==> config.mk <==
export PLATFORM = sky130hd
export DESIGN_NAME = fmio_top
export DESIGN_NICKNAME = d
export VERILOG_FILES = /design/src/logic/fmio_pkg.sv /design/src/logic/fmio_pulse.sv /design/src/logic/fmio_top.sv
export SDC_FILE = /design/constraint.sdc
export NUM_CORES = 1
export LEC_CHECK = 0
export BUFFER_PORTS_ARGS = -buffer_cell sky130_fd_sc_hd__clkbuf_2
export CAP_MARGIN = 5
export CORE_UTILIZATION = 40
export DETAILED_ROUTE_END_ITERATION = 10
export GPL_TIMING_DRIVEN = 0
export SETUP_SLACK_MARGIN = 0.3
export SYNTH_ARGS = -nofsm -noshare
export SYNTH_HDL_FRONTEND = slang
export SYNTH_SLANG_ARGS = --single-unit
==> constraint.sdc <==
create_clock -name CORE_CLK -period 12.5 [get_ports CORE_CLK]
set_input_delay 0.625 -clock CORE_CLK [delete_from_list [all_inputs] [get_ports CORE_CLK]]
set_output_delay 0.625 -clock CORE_CLK [all_outputs]
set_load 0.1 [all_outputs]
==> src/logic/fmio_pkg.sv <==
package fmio_pkg;

    localparam int unsigned CLK_HZ          = 25000000;
    localparam int unsigned MS_PER_S        = 1000;
    localparam int unsigned CYC_PER_MS      = CLK_HZ / MS_PER_S;

    localparam int unsigned PULSE_MIN_MS    = 50;
    localparam int unsigned PULSE_MAX_MS    = 500;
    localparam int unsigned PULSE_PERIOD_MS = 100;
    localparam int unsigned LONG_PRESS_S    = 6;
    localparam int unsigned IDLE_EXIT_S     = 60;
    localparam int unsigned DEBOUNCE_MS     = 20;
    localparam int unsigned SELFTEST_MS     = 10;
    localparam int unsigned BANNER_MS       = 1000;

    localparam int unsigned LONG_PRESS_CYC  = LONG_PRESS_S * CLK_HZ;
    localparam int unsigned IDLE_EXIT_CYC   = IDLE_EXIT_S * CLK_HZ;
    localparam int unsigned DEBOUNCE_CYC    = DEBOUNCE_MS * CYC_PER_MS;
    localparam int unsigned BANNER_CYC      = BANNER_MS * CYC_PER_MS;
    localparam int unsigned SELFTEST_CYC    = SELFTEST_MS * CYC_PER_MS;

    localparam logic [1:0]  BIN_NONE        = 2'h0;
    localparam logic [1:0]  BIN_START       = 2'h1;
    localparam logic [1:0]  BIN_STOP        = 2'h2;
    localparam logic [1:0]  BIN_RESET       = 2'h3;

    localparam logic [15:0] LOOP_4MA        = 16'h0FA0;
    localparam logic [15:0] LOOP_20MA       = 16'h4E20;
    localparam logic [7:0]  FW_VERSION      = 8'h10;

    typedef enum logic [4:0] {
        ST_INIT    = 5'h01,
        ST_CHECK   = 5'h02,
        ST_MEASURE = 5'h04,
        ST_LOOP    = 5'h08,
        ST_FAULT   = 5'h10
    } fmio_state_t;

endpackage : fmio_pkg

==> src/logic/fmio_pulse.sv <==
`timescale 1ns/10ps
module fmio_pulse
    import fmio_pkg::*;
(
    input  wire logic        clk,
    input  wire logic        rst_n,
    input  wire logic        pulse_mode,
    input  wire logic        normally_open,
    input  wire logic        limit_reached,
    input  wire logic        count_req,
    input  wire logic [8:0]  width_ms,
    output logic             pin_q
);

    logic [14:0] ms_cnt_q;
    logic        ms_tick;
    logic [8:0]  on_cnt_q;
    logic [9:0]  gap_cnt_q;
    logic [8:0]  width_eff;
    logic        pulse_on_q;
    logic        pulse_active;

    assign ms_tick   = (ms_cnt_q == 15'(CYC_PER_MS - 1));
    assign width_eff = (width_ms < 9'(PULSE_MIN_MS)) ? 9'(PULSE_MIN_MS) :
                       (width_ms > 9'(PULSE_MAX_MS)) ? 9'(PULSE_MAX_MS) : width_ms;

    always_ff @(posedge clk or negedge rst_n) begin
        if (!rst_n) begin
            ms_cnt_q <= 15'h0000;
        end else if (ms_tick) begin
            ms_cnt_q <= 15'h0000;
        end else begin
            ms_cnt_q <= ms_cnt_q + 15'h0001;
        end
    end

    // Pulse starts only when the period since the last start has elapsed.
    always_ff @(posedge clk or negedge rst_n) begin
        if (!rst_n) begin
            pulse_on_q <= 1'b0;
            on_cnt_q   <= 9'h000;
            gap_cnt_q  <= 10'h000;
        end else begin
            if (pulse_mode && !pulse_on_q && count_req && gap_cnt_q == 10'h000) begin
                pulse_on_q <= 1'b1;
                on_cnt_q   <= width_eff;
                gap_cnt_q  <= (width_eff > 9'(PULSE_PERIOD_MS)) ? {width_eff, 1'b0}
                              : 10'(PULSE_PERIOD_MS);
            end else if (ms_tick) begin
                if (on_cnt_q != 9'h000) begin
                    on_cnt_q <= on_cnt_q - 9'h001;
                end
                if (on_cnt_q == 9'h001) begin
                    pulse_on_q <= 1'b0;
                end
                if (gap_cnt_q != 10'h000) begin
                    gap_cnt_q <= gap_cnt_q - 10'h001;
                end
            end
        end
    end

    assign pulse_active = pulse_mode ? pulse_on_q : limit_reached;

    always_ff @(posedge clk or negedge rst_n) begin
        if (!rst_n) begin
            pin_q <= 1'b0;
        end else begin
            pin_q <= normally_open ? pulse_active : !pulse_active;
        end
    end

endmodule : fmio_pulse

==> src/logic/fmio_top.sv <==
`timescale 1ns/10ps
// Notes on behaviour
// - Normally closed outputs go low on reached condition, normally open go high.
// - Each binary output can be switched to pulse mode.
// - Pulse width 50 to 500 ms, at most ten pulses per second.
// - Binary input starts, stops or resets the counter; polarity selectable.
// - Binary input ignored after reset until enabled.
// - Power-up shows init and version, checks parameters, then measures, or flags a fault if parameters are not plausible.
// - Button held over six seconds in measuring enters loop check at 4 mA.
// - In loop check a short press toggles between 4 and 20 mA.
// - In loop check a six-second hold returns to measured value.
// - Sixty seconds without a press leaves loop check by itself.
module fmio_top
    import fmio_pkg::*;
#(
    parameter int unsigned LONG_CYC   = LONG_PRESS_CYC,
    parameter int unsigned IDLE_CYC   = IDLE_EXIT_CYC,
    parameter int unsigned DEB_CYC    = DEBOUNCE_CYC,
    parameter int unsigned BANNER_LEN = BANNER_CYC,
    parameter int unsigned CHECK_LEN  = SELFTEST_CYC
)(
    input  wire logic        CORE_CLK,
    input  wire logic        RESET_N,
    input  wire logic        LOOP_BUTTON,
    input  wire logic        BINARY_INPUT,
    input  wire logic        BIN_ENABLE,
    input  wire logic        BIN_ACTIVE_HIGH,
    input  wire logic [1:0]  BIN_FUNCTION,
    input  wire logic        PARAMS_PLAUSIBLE,
    input  wire logic [15:0] MEASURED_LOOP,
    input  wire logic        FLOW_INCREMENT,
    input  wire logic        LIMIT1_REACHED,
    input  wire logic        LIMIT2_REACHED,
    input  wire logic [1:0]  PULSE_MODE,
    input  wire logic [1:0]  NORMALLY_OPEN,
    input  wire logic [8:0]  PULSE_WIDTH_MS,
    output logic             FIRST_BINARY_OUTPUT,
    output logic             SECOND_BINARY_OUTPUT,
    output logic [15:0]      LOOP_CURRENT,
    output logic             SHOW_INIT,
    output logic [7:0]       SHOW_VERSION,
    output logic             MEASURING,
    output logic             LOOP_CHECK,
    output logic             PARAM_FAULT,
    output logic             COUNTER_RUN,
    output logic [31:0]      FLOW_COUNT
);

    ////////////////////////////////////////////////////////////////////////////////
    // Reset release and input synchronisers.

    logic       rst_meta_q, rst_n;
    logic [1:0] btn_sync_q, bin_sync_q;

    always_ff @(posedge CORE_CLK or negedge RESET_N) begin
        if (!RESET_N) begin
            rst_meta_q <= 1'b0;
            rst_n      <= 1'b0;
        end else begin
            rst_meta_q <= 1'b1;
            rst_n      <= rst_meta_q;
        end
    end

    always_ff @(posedge CORE_CLK or negedge rst_n) begin
        if (!rst_n) begin
            btn_sync_q <= 2'h0;
            bin_sync_q <= 2'h0;
        end else begin
            btn_sync_q <= {btn_sync_q[0], LOOP_BUTTON};
            bin_sync_q <= {bin_sync_q[0], BINARY_INPUT};
        end
    end

    ////////////////////////////////////////////////////////////////////////////////
    // Button debounce and press timing.

    logic [19:0] deb_cnt_q;
    logic        btn_q;
    logic [31:0] press_cnt_q;
    logic        long_fired_q;
    logic        long_evt, short_evt, btn_rise;
    logic        btn_prev_q;

    always_ff @(posedge CORE_CLK or negedge rst_n) begin
        if (!rst_n) begin
            deb_cnt_q <= 20'h00000;
            btn_q     <= 1'b0;
        end else if (btn_sync_q[1] == btn_q) begin
            deb_cnt_q <= 20'h00000;
        end else if (deb_cnt_q >= 20'(DEB_CYC - 1)) begin
            deb_cnt_q <= 20'h00000;
            btn_q     <= btn_sync_q[1];
        end else begin
            deb_cnt_q <= deb_cnt_q + 20'h00001;
        end
    end

    assign long_evt  = btn_q && !long_fired_q && press_cnt_q == 32'(LONG_CYC);
    assign short_evt = !btn_q && btn_prev_q && !long_fired_q;
    assign btn_rise  = btn_q && !btn_prev_q;

    always_ff @(posedge CORE_CLK or negedge rst_n) begin
        if (!rst_n) begin
            press_cnt_q  <= 32'h00000000;
            long_fired_q <= 1'b0;
            btn_prev_q   <= 1'b0;
        end else begin
            btn_prev_q <= btn_q;
            if (!btn_q) begin
                press_cnt_q  <= 32'h00000000;
                long_fired_q <= 1'b0;
            end else begin
                if (press_cnt_q != 32'hFFFFFFFF) begin
                    press_cnt_q <= press_cnt_q + 32'h00000001;
                end
                if (long_evt) begin
                    long_fired_q <= 1'b1;
                end
            end
        end
    end

    ////////////////////////////////////////////////////////////////////////////////
    // Operating state sequence.

    fmio_state_t state_q;
    logic [31:0] seq_cnt_q;
    logic        level_20_q;

    always_ff @(posedge CORE_CLK or negedge rst_n) begin
        if (!rst_n) begin
            state_q    <= ST_INIT;
            seq_cnt_q  <= 32'h00000000;
            level_20_q <= 1'b0;
        end else begin
            seq_cnt_q <= seq_cnt_q + 32'h00000001;
            case (state_q)
                ST_INIT: begin
                    if (seq_cnt_q >= 32'(BANNER_LEN - 1)) begin
                        state_q   <= ST_CHECK;
                        seq_cnt_q <= 32'h00000000;
                    end
                end
                ST_CHECK: begin
                    if (seq_cnt_q >= 32'(CHECK_LEN - 1)) begin
                        state_q   <= PARAMS_PLAUSIBLE ? ST_MEASURE : ST_FAULT;
                        seq_cnt_q <= 32'h00000000;
                    end
                end
                ST_MEASURE: begin
                    if (long_evt) begin
                        state_q    <= ST_LOOP;
                        level_20_q <= 1'b0;
                        seq_cnt_q  <= 32'h00000000;
                    end
                end
                ST_LOOP: begin
                    if (btn_rise || btn_q) begin
                        seq_cnt_q <= 32'h00000000;
                    end
                    if (long_evt) begin
                        state_q <= ST_MEASURE;
                    end else if (short_evt) begin
                        level_20_q <= !level_20_q;
                    end else if (!btn_q && seq_cnt_q >= 32'(IDLE_CYC)) begin
                        state_q <= ST_MEASURE;
                    end
                end
                ST_FAULT: begin
                    seq_cnt_q <= 32'h00000000;
                end
                default: begin
                    state_q <= ST_INIT;
                end
            endcase
        end
    end

    always_ff @(posedge CORE_CLK or negedge rst_n) begin
        if (!rst_n) begin
            LOOP_CURRENT <= LOOP_4MA;
            SHOW_INIT    <= 1'b1;
            SHOW_VERSION <= 8'h00;
            MEASURING    <= 1'b0;
            LOOP_CHECK   <= 1'b0;
            PARAM_FAULT  <= 1'b0;
        end else begin
            SHOW_INIT    <= (state_q == ST_INIT);
            SHOW_VERSION <= (state_q == ST_INIT) ? FW_VERSION : 8'h00;
            MEASURING    <= (state_q == ST_MEASURE);
            LOOP_CHECK   <= (state_q == ST_LOOP);
            PARAM_FAULT  <= (state_q == ST_FAULT);
            if (state_q == ST_LOOP) begin
                LOOP_CURRENT <= level_20_q ? LOOP_20MA : LOOP_4MA;
            end else begin
                LOOP_CURRENT <= MEASURED_LOOP;
            end
        end
    end

    ////////////////////////////////////////////////////////////////////////////////
    // Binary input and flow counter.

    logic bin_lvl, bin_prev_q, bin_edge;

    assign bin_lvl  = BIN_ACTIVE_HIGH ? bin_sync_q[1] : !bin_sync_q[1];
    assign bin_edge = bin_lvl && !bin_prev_q && BIN_ENABLE;

    always_ff @(posedge CORE_CLK or negedge rst_n) begin
        if (!rst_n) begin
            bin_prev_q  <= 1'b1;
            COUNTER_RUN <= 1'b1;
            FLOW_COUNT  <= 32'h00000000;
        end else begin
            bin_prev_q <= bin_lvl;
            if (bin_edge && BIN_FUNCTION == BIN_RESET) begin
                FLOW_COUNT <= 32'h00000000;
            end else if (COUNTER_RUN && FLOW_INCREMENT) begin
                FLOW_COUNT <= FLOW_COUNT + 32'h00000001;
            end
            if (bin_edge && BIN_FUNCTION == BIN_START) begin
                COUNTER_RUN <= 1'b1;
            end else if (bin_edge && BIN_FUNCTION == BIN_STOP) begin
                COUNTER_RUN <= 1'b0;
            end
        end
    end

    ////////////////////////////////////////////////////////////////////////////////
    // Binary outputs.

    logic cnt_req;

    assign cnt_req = COUNTER_RUN && FLOW_INCREMENT;

    fmio_pulse u_out1 (
        .clk           (CORE_CLK),
        .rst_n         (rst_n),
        .pulse_mode    (PULSE_MODE[0]),
        .normally_open (NORMALLY_OPEN[0]),
        .limit_reached (LIMIT1_REACHED),
        .count_req     (cnt_req),
        .width_ms      (PULSE_WIDTH_MS),
        .pin_q         (FIRST_BINARY_OUTPUT)
    );

    fmio_pulse u_out2 (
        .clk           (CORE_CLK),
        .rst_n         (rst_n),
        .pulse_mode    (PULSE_MODE[1]),
        .normally_open (NORMALLY_OPEN[1]),
        .limit_reached (LIMIT2_REACHED),
        .count_req     (cnt_req),
        .width_ms      (PULSE_WIDTH_MS),
        .pin_q         (SECOND_BINARY_OUTPUT)
    );

    ////////////////////////////////////////////////////////////////////////////////
    // Checks.

    property p_enter_loop;
        @(posedge CORE_CLK) disable iff (!rst_n)
        (state_q == ST_MEASURE && long_evt) |=> state_q == ST_LOOP ##1 LOOP_CURRENT == LOOP_4MA;
    endproperty
    a_enter_loop: assert property (p_enter_loop) else $error("Loop entry failed.");

    property p_toggle;
        @(posedge CORE_CLK) disable iff (!rst_n)
        (state_q == ST_LOOP && short_evt) |=> level_20_q != $past(level_20_q);
    endproperty
    a_toggle: assert property (p_toggle) else $error("Short press did not toggle.");

    property p_exit_loop;
        @(posedge CORE_CLK) disable iff (!rst_n)
        (state_q == ST_LOOP && long_evt) |=> state_q == ST_MEASURE;
    endproperty
    a_exit_loop: assert property (p_exit_loop) else $error("Loop exit failed.");

    property p_bin_disabled;
        @(posedge CORE_CLK) disable iff (!rst_n)
        !BIN_ENABLE |=> $stable(COUNTER_RUN);
    endproperty
    a_bin_disabled: assert property (p_bin_disabled) else $error("Input acted while off.");

    property p_measure_after_check;
        @(posedge CORE_CLK) disable iff (!rst_n)
        $rose(MEASURING) && !$past(LOOP_CHECK) |-> $past(state_q, 2) == ST_CHECK;
    endproperty
    a_measure_after_check: assert property (p_measure_after_check) else $error("Bad start.");

    logic [31:0] idle_cnt_q;

    // Counts released-button cycles in loop check, apart from the sequencer.
    always_ff @(posedge CORE_CLK or negedge rst_n) begin
        if (!rst_n) begin
            idle_cnt_q <= 32'h00000000;
        end else if (state_q != ST_LOOP || btn_q) begin
            idle_cnt_q <= 32'h00000000;
        end else if (idle_cnt_q != 32'hFFFFFFFF) begin
            idle_cnt_q <= idle_cnt_q + 32'h00000001;
        end
    end

    property p_idle_exit;
        @(posedge CORE_CLK) disable iff (!rst_n)
        state_q == ST_LOOP |-> idle_cnt_q <= 32'(IDLE_CYC);
    endproperty
    a_idle_exit: assert property (p_idle_exit) else $error("Idle exit late.");

    cover property (@(posedge CORE_CLK) disable iff (!rst_n) state_q == ST_LOOP && short_evt);
    cover property (@(posedge CORE_CLK) disable iff (!rst_n) $rose(MEASURING));
    cover property (@(posedge CORE_CLK) disable iff (!rst_n) bin_edge);

endmodule : fmio_top

==> impl_metrics.py <==
metrics = {
    "detailed_routing": {
        "ant_nets": 0,
        "via_per_inst": 5.12,
        "dr.pass1.iters": 5,
        "drtIter0Drc": 450,
        "wire_per_inst_um": 14.8,
        "drcViolationCount": 0,
        "route.vias.total": 8544,
        "wl_um": 24800,
    },
    "floorplan": {
        "start_util_pct": 40.6,
        "fp.coreArea_sq_um": 27800,
        "fp.dieH_um": 170,
        "die_w_um": 170,
        "row_count": 61,
        "ios": 104,
        "die_area_sq_um": 28900,
    },
    "sta": {
        "tightest_slew_ns": 1.13,
        "tns_ns": 0,
        "rsz0062_at_grt": "no",
        "skew_ns": 0.0108,
        "min_period_over_period_pct": 22.0,
        "post-route-min-period_ns": 2.75,
        "max_freq_ghz": 0.364,
        "setup_viol": 0,
        "drv_slew": 0,
        "slew_headroom_pct": 23.0,
        "hold_viol": 0,
    },
    "global_route": {
        "grt_max_degree": 55,
        "antenna_found_initial": 0,
        "grt_overflow_total": 0,
        "grt_pass1_wl_um": 41500,
        "grt_pass1_vias": 8169,
        "grt_use_total_pct": 17.5,
    },
    "cells_and_area": {
        "antennaDiodeCount": 0,
        "layout.cells.non_filler": 1670,
        "area_growth_pct": 17.4,
        "fillers": 2666,
        "drive_above_1_share_pct": 14.8,
        "nets": 1329,
    },
    "power_and_ir_drop": {
        "combPwrFrac_pct": 11.0,
        "pwr-share-clk_pct": 44.1,
        "p_sw_share_pct": 27.0,
        "power_switching_uw": 462,
        "p_int_mw": 1.25,
        "p_seq_share_pct": 44.9,
        "power_per_cell_area_nw_per_um2": 129,
        "leakagePower_nw": 5.81,
        "vdd_ir_drop_max_v": 0.000103,
    },
    "worst_hold_path": {
        "hp-class": "primary input to register",
        "min_delay_path_depth": 1,
    },
    "yosys": {
        "async_flop_share_pct": 100,
        "ys.flop_type": "dfrtp_1",
        "syn_area_per_cell_sq_um": 9.92,
        "synth_warnings": 0,
        "yosysSeqAreaShare_pct": 50.2,
        "synth-seq-cells": 226,
        "synth_cell_types": 72,
        "syn-cell-area_sq_um": 11300,
        "synth_edf_count": 0,
        "netlist_instances": 1138,
    },
    "clock_tree": {
        "cts_max_path_buffers": 3,
        "htreeDepth": 1,
        "cts.clk_slew.worst_paths_ns": 0.06,
        "clock_sinks": 226,
        "clkLatencyLatePin_ns": 0.51,
        "cts_tree": "done",
        "cts_buffers": 26,
        "cts_root_buf": "clkbuf_16",
    },
    "setup_path": {
        "worst-path-buf-inv": 2,
        "crit_family": "compound AO/OA/AOI/OAI gates",
        "slowest_delay_ns": 0.59,
        "cp-end-kind": "register",
        "rr_worst_depth": 9,
        "path_depth": 9,
        "worst_path_max_delay_cell": "o41ai_1",
        "required_ns": 12.94,
        "crit_path_cell_trace": "ha_1 -> and3_1 -> clkbuf_1 -> o41a_1 -> o41ai_1 -> and4_1 -> nor4_4 -> buf_4 -> nor2_1",
        "cp.arrival_ns": 3.19,
        "critPathLaunchType": "register",
        "worstPathMaxFanout": 10,
        "worst-setup-path-type": "register to register",
    },
    "place": {
        "placed_cells": 1623,
        "portBuffers": 96,
        "dp_hpwl_um": 17600,
        "place_congestion": 0.834,
    },
    "outcome": {
        "status": "finished, final reports clean",
    },
    "run": {
        "cap_violations": 0,
    },
}
==> flip-flops by register name, summed over array words and instances (netlist names), 15 cells and up <==
register	flops
deb_cnt_q	20
seq_cnt_q	32
u_out1.ms_cnt_q	15
FLOW_COUNT	32
press_cnt_q	32
u_out2.ms_cnt_q	15
LOOP_CURRENT	16
==> per-layer routing <==
layer / vias up / track usage, % / routed length, um
li1: 4230 / - / -
met1: 4128 / 24.5 / 11900
met2: 149 / 28.4 / 11400
met3: 37 / 2.63 / 1000
met4: 0 / 4.11 / 473
met5: - / 0 / 0
==> path summary, 6_finish.rpt <==
| kind | startpoint | slack (ns) | endpoint |
|---|---|---|---|
| setup / recovery | seq_cnt_q[0] | 9.75 | seq_cnt_q[7] |
| hold / removal | LOOP_BUTTON | 0.22 | btn_sync_q[0] |
| setup reg to reg | seq_cnt_q[0] | 9.75 | seq_cnt_q[7] |
| hold reg to reg | rst_n | 0.27 | SHOW_VERSION[4] |
| max in group asynchronous | rst_n | 11.29 | LOOP_CURRENT[7] |
| min in group asynchronous | rst_n | 0.27 | SHOW_VERSION[4] |
==> power groups by stage <==
| stage | clock [mW] | sequential [mW] | combinational, mW |
|---|---|---|---|
| CTS | 0.778 | 0.767 | 0.189 |
| global placement | 0 | 0.792 | 0.171 |
| global route | 0.804 | 0.770 | 0.200 |
| detailed placement | 0 | 0.781 | 0.189 |
| floorplan | 0 | 0.876 | 0.0460 |
| finish | 0.753 | 0.768 | 0.187 |
==> Yosys cell counts (3+ instances only) <==
library cell    n  area share, %
and4_1         12           0.93
inv_1          30            1.0
mux2i_1         7           0.62
or4_4           5           0.50
ha_1           14            1.6
nand2b_1        9           0.50
buf_4          10           0.67
a21oi_1        23            1.0
nor4b_1         7           0.54
nand4_1        40            2.2
and2_1         38            2.1
dfrtp_1       216             48
o21ai_1        20           0.89
nor4_4          4           0.75
and3_1         27            1.5
buf_2           3           0.13
o211ai_1        7           0.47
o41ai_1         3           0.23
o21ai_0        29            1.3
nor3_1         25            1.1
a31oi_1         4           0.22
nand4b_1        6           0.47
a21boi_0        5           0.33
nor4_1         15           0.83
xnor2_1        70            5.4
nand2_1        86            2.9
clkbuf_1       23           0.76
xor2_1         79            6.1
dfstp_2        10            2.3
nand3b_1        4           0.27
or4_1           8           0.53
nor2_1        142            4.7
or3_1          23            1.3
nor2b_1        11           0.61
nor4bb_1        4           0.35
nand3_1        70            3.1
or2_2           5           0.28
==> cell type report <==
cell class | instances | area, sq um | area share [%]
inverters | 30 | 113 | 0.850
clock buffers | 41 | 808 | 6.10
repair buffers | 101 | 601 | 4.53
flip-flops and latches | 226 | 5670 | 42.8
multi-input cells | 850 | 5340 | 40.3
well taps | 378 | 473 | 3.57
clock inverters | 5 | 52.6 | 0.397
plain buffers | 39 | 195 | 1.47
==> cells by family after synthesis <==
| family | synth area share [%] |
|---|---|
| muxes | 0.920 |
| buffers and inverters | 2.73 |
| and+or+nand+nor | 26.2 |
| other | 0.0665 |
| adders and majority gates | 1.55 |
| xor gates and xnor gates | 11.6 |
| AOI/OAI and AO/OA | 6.72 |
| DFF | 50.2 |
==> timing repair <==
action,in CTS,in global routing
hold buffers,1,0
buffers inserted,0,0
endpoints found under the hold margin,2,0
gates resized for setup,0,0
setup endpoints to repair,0,0
==> cells in the final DEF (no fill, tap or decap), types with 10 or more instances in the layout <==
cell / netlist / final
a21oi_1: 23 / 23
and2_1: 38 / 38
and3_1: 27 / 27
and4_1: 12 / 12
buf_4: 10 / 10
clkbuf_1: 23 / 29
clkbuf_16: 0 / 27
clkbuf_2: 0 / 96
dfrtp_1: 216 / 215
dfstp_2: 10 / 10
ha_1: 14 / 14
inv_1: 30 / 30
nand2_1: 86 / 86
nand3_1: 70 / 70
nand4_1: 40 / 40
nor2_1: 142 / 142
nor2b_1: 11 / 11
nor3_1: 25 / 25
nor4_1: 15 / 15
o21ai_0: 29 / 29
o21ai_1: 20 / 20
or3_1: 23 / 23
xnor2_1: 70 / 70
xor2_1: 79 / 79
==> per-stage QoR <==
step                cell area [sq um]  utilization [%]  power [mW]  setup WS, ns  hold slack [ns]
finish                          13300             47.7        1.71          9.75            0.225
global placement                12300             44.2       0.963          2.79            0.337
CTS                             13300             47.7        1.73          9.73            0.202
floorplan                       11300                -       0.922          5.75            0.329
detailed placement              12400             44.6       0.969          9.72            0.289
global route                    13300             47.7        1.77          9.54            0.204
No activity file was read; power rests on OpenSTA's default activity.
